==> src/design/spw_pkg.sv <==
package spw_pkg;

    // ------------------------------------------------------------
    // register indices (byte address is four times the index)
    // ------------------------------------------------------------
    localparam logic [5:0] IDX_LOCK = 6'h0F;
    localparam logic [5:0] IDX_DUTY = 6'h18;
    localparam logic [5:0] IDX_RATE = 6'h1C;
    localparam logic [5:0] IDX_THERM = 6'h1D;
    localparam logic [5:0] IDX_SCR_LO = 6'h1E;
    localparam logic [5:0] IDX_SCR_HI = 6'h1F;
    localparam logic [5:0] IDX_SWK = 6'h20;

    // ------------------------------------------------------------
    // reset values and writable-bit masks
    // ------------------------------------------------------------
    localparam logic [7:0] RST_ZERO = 8'h00;
    localparam logic [7:0] RST_THERM = 8'h01;
    localparam logic [7:0] WMASK_RATE = 8'h03;
    localparam logic [7:0] WMASK_THERM = 8'h07;
    localparam logic [7:0] WMASK_SWK = 8'hF1;
    localparam logic [7:0] WMASK_LOCK = 8'h01;
    localparam logic [7:0] RST_KEEP_SWK = 8'hF0;
    localparam logic [7:0] DUTY_OFF = 8'h00;
    localparam logic [7:0] DUTY_FULL = 8'hFF;

    // ------------------------------------------------------------
    // field positions
    // ------------------------------------------------------------
    localparam int TRIP_BIT = 2;
    localparam int LIM_MSB = 1;
    localparam int LIM_LSB = 0;
    localparam int RATE_MSB = 1;
    localparam int RATE_LSB = 0;
    localparam int OSC_BIT = 7;
    localparam int KEY_MSB = 6;
    localparam int KEY_LSB = 5;
    localparam int TO_EN_BIT = 4;
    localparam int VALID_BIT = 0;
    localparam int LOCK_BIT = 0;
    localparam logic [1:0] KEY_OPEN = 2'h3;

    // ------------------------------------------------------------
    // timing
    // ------------------------------------------------------------
    localparam int unsigned CLK_HZ = 10_000_000;
    localparam int unsigned RATE0_HZ = 100;
    localparam int unsigned RATE1_HZ = 200;
    localparam int unsigned RATE2_HZ = 325;
    localparam int unsigned RATE3_HZ = 400;
    localparam int unsigned PER0_CYC = CLK_HZ / RATE0_HZ;
    localparam int unsigned PER1_CYC = CLK_HZ / RATE1_HZ;
    localparam int unsigned PER2_CYC = CLK_HZ / RATE2_HZ;
    localparam int unsigned PER3_CYC = CLK_HZ / RATE3_HZ;
    localparam int CNT_W = 17;
    localparam int unsigned DUTY_STEPS = 255;

    // ------------------------------------------------------------
    // types
    // ------------------------------------------------------------
    typedef enum logic [1:0] {
        PWM_IDLE = 2'b00,
        PWM_RUN = 2'b01
    } spw_pwm_state_type;

    typedef struct packed {
        logic soft_reset;
        logic restart;
        logic wake_up;
        logic swk_cfg_changed;
        logic bus_timeout;
    } spw_event_type;

    typedef struct packed {
        logic overheat_trip_sel;
        logic [1:0] supply_current_limit_sel;
        logic osc_trim_mode;
        logic trim_unlocked;
        logic bus_timeout_irq_enable;
        logic wake_config_valid;
        logic cfg_locked;
    } spw_cfg_type;

endpackage

==> src/design/spw_regs.sv <==
// Local design decision: the AHB-Lite interface to the registers.
`timescale 1ns/1ps
module spw_regs
    import spw_pkg::*;
#(
    parameter int unsigned PER0_CYCLES = PER0_CYC,
    parameter int unsigned PER1_CYCLES = PER1_CYC,
    parameter int unsigned PER2_CYCLES = PER2_CYC,
    parameter int unsigned PER3_CYCLES = PER3_CYC
) (
    // clock and power-on reset
    input wire logic hclk,
    input wire logic hresetn,
    // ahb-lite slave
    input wire logic hsel,
    input wire logic [31:0] haddr,
    input wire logic [1:0] htrans,
    input wire logic hwrite,
    input wire logic [2:0] hsize,
    input wire logic [31:0] hwdata,
    input wire logic hready,
    output logic hreadyout,
    output logic hresp,
    output logic [31:0] hrdata,
    // chip state and events
    input wire logic normal_mode,
    input wire logic chip_select_n,
    input wire logic pulse_pin_enable,
    input wire spw_event_type events,
    // outputs to the chip
    output logic pulse_out,
    output logic irq_out_n,
    output logic frame_based_wake_en,
    output spw_cfg_type cfg
);

    // ------------------------------------------------------------
    // bus front end
    // ------------------------------------------------------------
    logic wr_pend_q;
    logic rd_wait_q;
    logic [5:0] idx_q;
    logic [31:0] hrdata_q;
    logic addr_ok;
    logic wr_en;
    logic [7:0] wdat;
    logic [7:0] rd_mux;

    assign addr_ok = hsel && htrans[1] && hready;
    assign wr_en = wr_pend_q;
    assign wdat = hwdata[7:0];
    assign hreadyout = !rd_wait_q;
    assign hresp = 1'b0;
    assign hrdata = hrdata_q;

    always_ff @(posedge hclk or negedge hresetn) begin
        if (!hresetn) begin
            wr_pend_q <= 1'b0;
            rd_wait_q <= 1'b0;
            idx_q <= 6'h00;
        end else begin
            wr_pend_q <= addr_ok && hwrite;
            rd_wait_q <= addr_ok && !hwrite;
            if (addr_ok) begin
                idx_q <= haddr[7:2];
            end
        end
    end

    // ------------------------------------------------------------
    // registers
    // ------------------------------------------------------------
    logic [7:0] duty_q;
    logic [7:0] rate_q;
    logic [7:0] therm_q;
    logic [7:0] scr_lo_q;
    logic [7:0] scr_hi_q;
    logic [7:0] swk_q;
    logic lock_bit_q;
    logic locked_q;
    logic cs_rise;

    // duty and rate: soft reset clears, restart keeps
    always_ff @(posedge hclk or negedge hresetn) begin
        if (!hresetn) begin
            duty_q <= RST_ZERO;
            rate_q <= RST_ZERO;
        end else if (events.soft_reset) begin
            duty_q <= RST_ZERO;
            rate_q <= RST_ZERO;
        end else if (wr_en) begin
            if (idx_q == IDX_DUTY) begin
                duty_q <= wdat;
            end
            if (idx_q == IDX_RATE) begin
                rate_q <= wdat & WMASK_RATE;
            end
        end
    end

    // thermal trip and current limit, lockable
    always_ff @(posedge hclk or negedge hresetn) begin
        if (!hresetn) begin
            therm_q <= RST_THERM;
        end else if (events.soft_reset) begin
            if (!lock_bit_q) begin
                therm_q <= RST_THERM;
            end
        end else if (wr_en && idx_q == IDX_THERM && !locked_q) begin
            therm_q <= wdat & WMASK_THERM;
        end
    end

    // lock bit and lock state, cleared only by power-on
    always_ff @(posedge hclk or negedge hresetn) begin
        if (!hresetn) begin
            lock_bit_q <= 1'b0;
            locked_q <= 1'b0;
        end else begin
            if (wr_en && idx_q == IDX_LOCK && !locked_q) begin
                lock_bit_q <= wdat[LOCK_BIT];
            end
            if (lock_bit_q && cs_rise) begin
                locked_q <= 1'b1;
            end
        end
    end

    // scratch bytes: host storage only, cleared by power-on only
    always_ff @(posedge hclk or negedge hresetn) begin
        if (!hresetn) begin
            scr_lo_q <= RST_ZERO;
            scr_hi_q <= RST_ZERO;
        end else if (wr_en && normal_mode) begin
            if (idx_q == IDX_SCR_LO) begin
                scr_lo_q <= wdat;
            end
            if (idx_q == IDX_SCR_HI) begin
                scr_hi_q <= wdat;
            end
        end
    end

    // selective-wake control; hardware clear of valid wins over host set
    always_ff @(posedge hclk or negedge hresetn) begin
        if (!hresetn) begin
            swk_q <= RST_ZERO;
        end else if (events.soft_reset) begin
            swk_q <= RST_ZERO;
        end else if (events.restart) begin
            swk_q <= swk_q & RST_KEEP_SWK;
        end else begin
            if (wr_en && idx_q == IDX_SWK) begin
                swk_q <= wdat & WMASK_SWK;
            end
            if (events.wake_up || events.swk_cfg_changed) begin
                swk_q[VALID_BIT] <= 1'b0;
            end
        end
    end

    // ------------------------------------------------------------
    // read data, taken one cycle into the data phase
    // ------------------------------------------------------------
    always_comb begin
        unique case (idx_q)
            IDX_LOCK: rd_mux = {7'h00, lock_bit_q};
            IDX_DUTY: rd_mux = duty_q;
            IDX_RATE: rd_mux = rate_q;
            IDX_THERM: rd_mux = therm_q;
            IDX_SCR_LO: rd_mux = scr_lo_q;
            IDX_SCR_HI: rd_mux = scr_hi_q;
            IDX_SWK: rd_mux = swk_q;
            default: rd_mux = 8'h00;
        endcase
    end

    always_ff @(posedge hclk or negedge hresetn) begin
        if (!hresetn) begin
            hrdata_q <= 32'h00000000;
        end else if (rd_wait_q) begin
            hrdata_q <= {24'h000000, rd_mux};
        end
    end

    // ------------------------------------------------------------
    // chip select synchroniser and rising edge
    // ------------------------------------------------------------
    logic cs_s1_q;
    logic cs_s2_q;
    logic cs_s3_q;
    logic cs_filt_q;
    logic cs_filt_d;

    assign cs_filt_d = (cs_s2_q == cs_s3_q) ? cs_s3_q : cs_filt_q;
    assign cs_rise = cs_filt_d && !cs_filt_q;

    always_ff @(posedge hclk or negedge hresetn) begin
        if (!hresetn) begin
            cs_s1_q <= 1'b1;
            cs_s2_q <= 1'b1;
            cs_s3_q <= 1'b1;
            cs_filt_q <= 1'b1;
        end else begin
            cs_s1_q <= chip_select_n;
            cs_s2_q <= cs_s1_q;
            cs_s3_q <= cs_s2_q;
            cs_filt_q <= cs_filt_d;
        end
    end

    // ------------------------------------------------------------
    // pulse generator
    // ------------------------------------------------------------
    spw_pwm_state_type state_q;
    logic [CNT_W-1:0] cnt_q;
    logic [7:0] duty_act_q;
    logic [1:0] rate_act_q;
    logic [CNT_W-1:0] per_len;
    logic period_end;
    logic pulse_q;
    logic pulse_d;
    logic [31:0] cmp_lhs;
    logic [31:0] cmp_rhs;

    always_comb begin
        unique case (rate_act_q)
            2'b00: per_len = CNT_W'(PER0_CYCLES);
            2'b01: per_len = CNT_W'(PER1_CYCLES);
            2'b10: per_len = CNT_W'(PER2_CYCLES);
            2'b11: per_len = CNT_W'(PER3_CYCLES);
        endcase
    end

    assign period_end = (cnt_q == per_len - CNT_W'(1));
    assign cmp_lhs = 32'(cnt_q) * DUTY_STEPS;
    assign cmp_rhs = 32'(duty_act_q) * 32'(per_len);

    always_comb begin
        if (duty_act_q == DUTY_OFF) begin
            pulse_d = 1'b0;
        end else if (duty_act_q == DUTY_FULL) begin
            pulse_d = 1'b1;
        end else begin
            pulse_d = cmp_lhs < cmp_rhs;
        end
    end

    always_ff @(posedge hclk or negedge hresetn) begin
        if (!hresetn) begin
            state_q <= PWM_IDLE;
        end else begin
            unique case (state_q)
                PWM_IDLE: if (pulse_pin_enable) state_q <= PWM_RUN;
                PWM_RUN: if (!pulse_pin_enable) state_q <= PWM_IDLE;
                default: state_q <= PWM_IDLE;
            endcase
        end
    end

    // settings are taken over only when idle or at a period boundary
    always_ff @(posedge hclk or negedge hresetn) begin
        if (!hresetn) begin
            cnt_q <= '0;
            duty_act_q <= RST_ZERO;
            rate_act_q <= 2'b00;
        end else if (state_q != PWM_RUN || period_end) begin
            cnt_q <= '0;
            duty_act_q <= duty_q;
            rate_act_q <= rate_q[RATE_MSB:RATE_LSB];
        end else begin
            cnt_q <= cnt_q + CNT_W'(1);
        end
    end

    always_ff @(posedge hclk or negedge hresetn) begin
        if (!hresetn) begin
            pulse_q <= 1'b0;
        end else begin
            pulse_q <= (state_q == PWM_RUN) && pulse_d;
        end
    end

    assign pulse_out = pulse_q;

    // ------------------------------------------------------------
    // interrupt pin and configuration outputs
    // ------------------------------------------------------------
    logic irq_n_q;

    always_ff @(posedge hclk or negedge hresetn) begin
        if (!hresetn) begin
            irq_n_q <= 1'b1;
        end else begin
            irq_n_q <= !(events.bus_timeout && swk_q[TO_EN_BIT]);
        end
    end

    assign irq_out_n = irq_n_q;
    assign frame_based_wake_en = swk_q[VALID_BIT];
    assign cfg.overheat_trip_sel = therm_q[TRIP_BIT];
    assign cfg.supply_current_limit_sel = therm_q[LIM_MSB:LIM_LSB];
    assign cfg.osc_trim_mode = swk_q[OSC_BIT];
    assign cfg.trim_unlocked = swk_q[KEY_MSB:KEY_LSB] == KEY_OPEN;
    assign cfg.bus_timeout_irq_enable = swk_q[TO_EN_BIT];
    assign cfg.wake_config_valid = swk_q[VALID_BIT];
    assign cfg.cfg_locked = locked_q;
endmodule

==> config.mk <==
export PLATFORM = sky130hd
export DESIGN_NAME = spw_regs
export DESIGN_NICKNAME = d
export VERILOG_FILES = /design/src/design/spw_pkg.sv /design/src/design/spw_regs.sv
export SDC_FILE = /design/constraint.sdc
export NUM_CORES = 1
export LEC_CHECK = 0
export ABC_AREA = 1
export CORE_MARGIN = 3
export CORE_UTILIZATION = 30
export DETAILED_ROUTE_END_ITERATION = 10
export DONT_BUFFER_PORTS = 1
export HOLD_SLACK_MARGIN = 0.05
export PLACE_DENSITY = 0.46
export SYNTH_ARGS = -nofsm -noshare
export SYNTH_HDL_FRONTEND = slang
export SYNTH_SLANG_ARGS = --single-unit
==> constraint.sdc <==
create_clock -name hclk -period 5.65 [get_ports hclk]
set_clock_uncertainty 0.1 [all_clocks]
set_input_delay 0.8475 -clock hclk [delete_from_list [all_inputs] [get_ports hclk]]
set_output_delay 0.8475 -clock hclk [all_outputs]
set_load 0.02 [all_outputs]
Word-level counts from Yosys, hierarchy flattened
Cells that the tools add are included. W data, S select, Z words.

Input bits: 82. Output and inout port bits: 45. Flip-flop bits (word level): 101. Word-level logic and storage cells: 109.

Reductions and logical operators: 38. Order comparisons: 1. $add $sub $neg: 2. Multipliers: 2. Multiplexer cells: 22. Eq/ne operators: 20.

Operators by type and width (number): $mux W8 (12); $pmux W17 S4 (1); $pmux W8 S7 (1); $eq A6 B5 Y1 const B (5); $lt A25 B25 Y1 (1); $mul A17 B8 Y25 const B (1); $mul A8 B17 Y25 (1); $add A17 B1 Y17 const B (1); $eq A17 B17 Y1 (1); $mux W17 (1); $sub A17 B1 Y17 const B (1); $logic_and A1 B1 Y1 (14); $reduce_and A2 Y1 (7); $reduce_bool A2 Y1 (5); $eq A8 B8 Y1 const B (1); $logic_not A8 Y1 (1); $eq A2 B2 Y1 const B (3); $eq A6 B4 Y1 const B (1); $eq A6 B6 Y1 const B (1); $ne A2 B2 Y1 const B (3); $logic_not A1 Y1 (5); $eq A2 B1 Y1 const B (2); $logic_not A2 Y1 (2); $mux W1 (4); 7 further kinds (10).

Longest topological paths before layout
Depth after elaboration: 7. Mapped depth: 32. Mapped depth without buffers: 31.

Least setup slack after synthesis
Ideal clock, no wire load.

Kind: register to register. From: register rate_act_q[1]. To: register pulse_q, in the netlist pulse_out. Path slack: 210 ps. Cell stages (with the launch flop): 30. Arrival time: 5216 ps. Setup time: 123 ps. Data required time: 5427 ps. Period minus slack after synthesis: 5440 ps. Path buffers: 1. Path through: dfrtp_1 > inv_1 > ha_1 > clkbuf_1 > nand2_1 > fa_1 > fa_1 > inv_1 > fa_1 > inv_1 > fa_1 > inv_1 > ha_1 > nand2_1 > nor2_1 > inv_1 > nor2_1 > nand2_1 > nand3_1 > nand2_1 > nand3_1 > nand2_1 > ha_1 > nand2_1 > nor2_1 > nand2_1 > nor2_1 > nand2_1 > nand3_1 > a21oi_1.

Word-level cells in the longest chain between the ends: 7. Elaborated cells on any way between the ends: 10. Classes of those cells: mul (1); order compare (1); eq/ne (3); mux (3); reduce/logical (2).

Ends and longest elaborated chain: start: declaration (line spw_regs.sv:218) `logic [1:0] rate_act_q;`; start signal: assignment (line spw_regs.sv:270) `rate_act_q <= rate_q[RATE_MSB:RATE_LSB];`; $eq A2 B2 Y1 (tied with other cells) (line spw_regs.sv:227) `unique case (rate_act_q)`; $pmux W17 S4 * (line spw_regs.sv:227); $mul A8 B17 Y25 * (line spw_regs.sv:237) `assign cmp_rhs = 32'(duty_act_q) * 32'(per_len);`; $lt A25 B25 Y1 * (line spw_regs.sv:245) `pulse_d = cmp_lhs < cmp_rhs;`; $mux W1 * (line spw_regs.sv:242) `end else if (duty_act_q == DUTY_FULL) begin`; $mux W1 * (line spw_regs.sv:240) `if (duty_act_q == DUTY_OFF) begin`; $logic_and A1 B1 Y1 * (line spw_regs.sv:280) `pulse_q <= (state_q == PWM_RUN) && pulse_d;`; end signal: assignment (line spw_regs.sv:280); end: declaration (line spw_regs.sv:221) `logic pulse_q;`.

Every way passes the cells marked *; elsewhere a longest branch is shown, timed or not. The select of a mux whose other input is x is not followed. A chain may end at the register's enable or synchronous reset.

Final worst setup path
Same ends and word-level chain as after synthesis.

==> flow_metrics.py <==
metrics = {
    "status": {
        "status": "finished clean",
    },
    "global_routing": {
        "grt_pass1_wl_um": 51400,
        "antenna_found_initial": 1,
        "grt_pass1_vias": 9925,
        "grt_usage_pct": 14.5,
        "grt_max_degree": 87,
        "grt_overflow_total": 0,
    },
    "placement": {
        "gp_congestion": 0.856,
        "placed_area_mm2": 0.0135,
        "hpwl_um": 27000,
        "portBuffers": 0,
        "dpl.cell_count": 2183,
    },
    "sta": {
        "rsz0062_at_grt": "yes",
        "tightestPinTransition_ns": 0.495,
        "drv_slew": 0,
        "slew_headroom_pct": 66.8,
        "timing.fmax_mhz": 181,
        "setup_viol": 0,
        "layout_min_cycle_time_ns": 5.53,
        "hold_violations": 0,
        "finalCritPeriodShare_pct": 97.8,
    },
    "drt": {
        "ant_nets": 0,
        "avgViaCountPerCell": 4.39,
        "drt_iter0_markers": 392,
        "dr.pass1.iters": 5,
        "routedWlPerCell_um": 14.2,
        "drt_wl_total_um": 31300,
        "route.detailed.drc": 0,
        "vias": 9693,
    },
    "synth": {
        "synth_top_cell_area_share_pct": 24.8,
        "syn_inst": 1564,
        "yosysMostFrequentCell": "inv_1",
        "synth-compound-area-share_pct": 7.20,
        "synth_simple_gate_area_share_pct": 20.0,
        "synth_xor_area_share_pct": 2.88,
        "ys_warn_count": 0,
        "synthFlopType": "dfrtp_1",
        "synth_area_leaders": "fa_1, dfrtp_1, ha_1, inv_1, nand2_1",
        "syn_area_per_cell_um2": 7.78,
        "synth_cell_types": 47,
        "yosysSeqAreaShare_pct": 17.7,
        "ys_seq_elements": 86,
        "synth_top_family_by_area": "adder cells",
        "synthAdderAreaFrac_pct": 38.4,
        "synth_area_leader_cell": "fa_1",
        "synth-edff-count": 0,
        "synth_mux_area_share_pct": 0.0925,
        "synth_common_cells": "inv_1, nand2_1, fa_1",
        "synth_area_mm2": 0.0122,
        "synthArstFlopShare_pct": 100,
    },
    "job": {
        "maxCapViolCount": 0,
    },
    "clocking": {
        "clock-sinks": 86,
        "cts.path.max_buffers": 2,
        "htreeDepth": 3,
        "clk_latency_ns": 0.35,
        "path_clk_slew_ns": 0.07,
        "ctsHoldBuffers": 0,
        "numCtsBuffers": 9,
        "root_buffer": "clkbuf_16",
        "cts_tree": "built",
    },
    "setup_path": {
        "critical_path_required_ns": 5.78,
        "crit_fanout": 6,
        "end_kind": "flop",
        "cp-start-kind": "flop",
        "cp.arrival_ns": 5.65,
        "critical_path_class": "flop to flop",
    },
    "cells_and_area": {
        "nets": 2042,
        "fin_area_mm2": 0.0145,
        "fin_util_pct": 36.2,
        "drive_above_1_share_pct": 15.5,
        "final_cells": 2207,
        "area_delta_synth_final_pct": 18.8,
        "diodes": 0,
    },
    "power": {
        "leakage_nw": 7.82,
        "power_density_mw_per_mm2": 115,
        "ir_drop_uv": 190,
    },
    "floorplanning": {
        "core_area_mm2": 0.0399,
        "io_pins": 127,
        "rows": 73,
        "die-area_mm2": 0.0430,
        "die_width_um": 207,
        "initial_utilization_pct": 30.5,
        "die_y_um": 207,
    },
    "worst_hold_path": {
        "hold_class": "input port to asynchronous set/reset pin",
    },
}
-- cells in the final DEF (no fill, tap or decap), types with 7 or more instances in the layout --
| master | count |
|---|---|
| a21oi_1 | 51 |
| a21oi_2 | 15 |
| buf_4 | 123 |
| clkbuf_16 | 9 |
| conb_1 | 25 |
| dfrtp_1 | 79 |
| fa_1 | 150 |
| ha_1 | 115 |
| ha_4 | 16 |
| inv_1 | 341 |
| inv_2 | 9 |
| nand2_1 | 323 |
| nand2_2 | 17 |
| nand2_4 | 7 |
| nand3_1 | 62 |
| nand4_1 | 22 |
| nor2_1 | 110 |
| nor2_2 | 16 |
| o21ai_0 | 35 |
| o21ai_1 | 24 |
| o22ai_1 | 10 |
| xnor2_1 | 17 |
| xor2_1 | 22 |
-- routing by layer --
metal	wire (um)	part of all wire, %	GRT usage, %	up-vias
li1	-	-	-	4943
met1	15000	48	19.9	4586
met2	14900	48	24.9	128
met3	856	2.7	1.36	34
met4	495	1.6	2.88	2
met5	13	0.042	0	-
-- cell families after synthesis --
group	after synthesis
compound gates	160
fa+ha+maj	283
flops	86
mux	1
xor+xnor	40
other cells	1
buf+inv	408
simple gates	585
-- metrics by stage --
stage	worst slack, ns	power, mW	setup TNS, ns	hold slack, ns
after floorplan	0.210	0.896	0	0.245
after global placement	-0.324	0.955	-0.324	0.246
after detailed placement	-0.360	0.957	-0.360	0.249
after CTS	0.0000870	1.68	0	0.0660
after global routing	-0.179	1.76	-0.179	0.0636
final	0.124	1.66	0	0.0851
-- worst max-delay path, cell delays in order (launching register included) --
cell	delay [ns]
dfrtp_1	0.40
inv_4	0.08
buf_6	0.12
ha_4	0.31
buf_6	0.14
nor2_2	0.05
fa_1	0.54
fa_1	0.46
fa_1	0.54
inv_1	0.05
fa_1	0.53
inv_1	0.07
ha_4	0.26
a21o_1	0.20
buf_4	0.14
a21oi_1	0.17
o21a_1	0.16
nand2_1	0.05
nand2_1	0.05
nand2_1	0.09
ha_4	0.28
nand2_4	0.04
nor2_4	0.11
nand2_2	0.07
nor2_1	0.08
nand2_1	0.09
nand3_4	0.14
a21oi_4	0.07
-- power by group --
| group | total (mW) | switching [mW] | leakage, nW | internal [mW] |
|---|---|---|---|---|
| clock | 0.702 | 0.264 | 0.169 | 0.438 |
| combinational | 0.303 | 0.197 | 6.51 | 0.106 |
| sequential | 0.654 | 0.0182 | 1.14 | 0.635 |
-- what timing repair did --
action / 4_1_cts / 5_1_grt
pin swaps: 11 / 51
setup buffers: 4 / 4
cloned: 0 / 0
setup endpoints to repair: 1 / 1
resized for setup: 42 / 87
-- flip-flops by register name, summed over array words and instances (netlist names), 2 cells and up --
| name | flops |
|---|---|
| scr_lo_q | 8 |
| swk_q | 5 |
| hrdata | 8 |
| duty_q | 8 |
| cnt_q | 17 |
| rate_q | 2 |
| therm_q | 3 |
| scr_hi_q | 8 |
| duty_act_q | 8 |
| rate_act_q | 2 |
| idx_q | 6 |
-- layout make-up --
type | instances | area, um^2
clock inverter | 7 | 126
timing repair buffer | 131 | 1030
fill | 4132 | 25400
clock buffer | 9 | 225
inverter | 355 | 1340
sequential | 86 | 2160
tap | 525 | 657
multi-input combinational | 1094 | 8920
-- path summary, 6_finish.rpt --
kind | end | slack, ns | start | depth (start not counted)
hold reg to reg | cs_s2_q | 0.26 | cs_s1_q | 0
hold / removal | scr_lo_q[7] | 0.09 | hresetn | 0
max in group asynchronous | cs_filt_q | 5.15 | hresetn | 0
setup reg to reg | pulse_out | 0.12 | rate_act_q[1] | 27
min in group hclk | cs_s2_q | 0.26 | cs_s1_q | 0
setup / recovery | pulse_out | 0.12 | rate_act_q[1] | 27
Power figures use the tool's default switching activity.
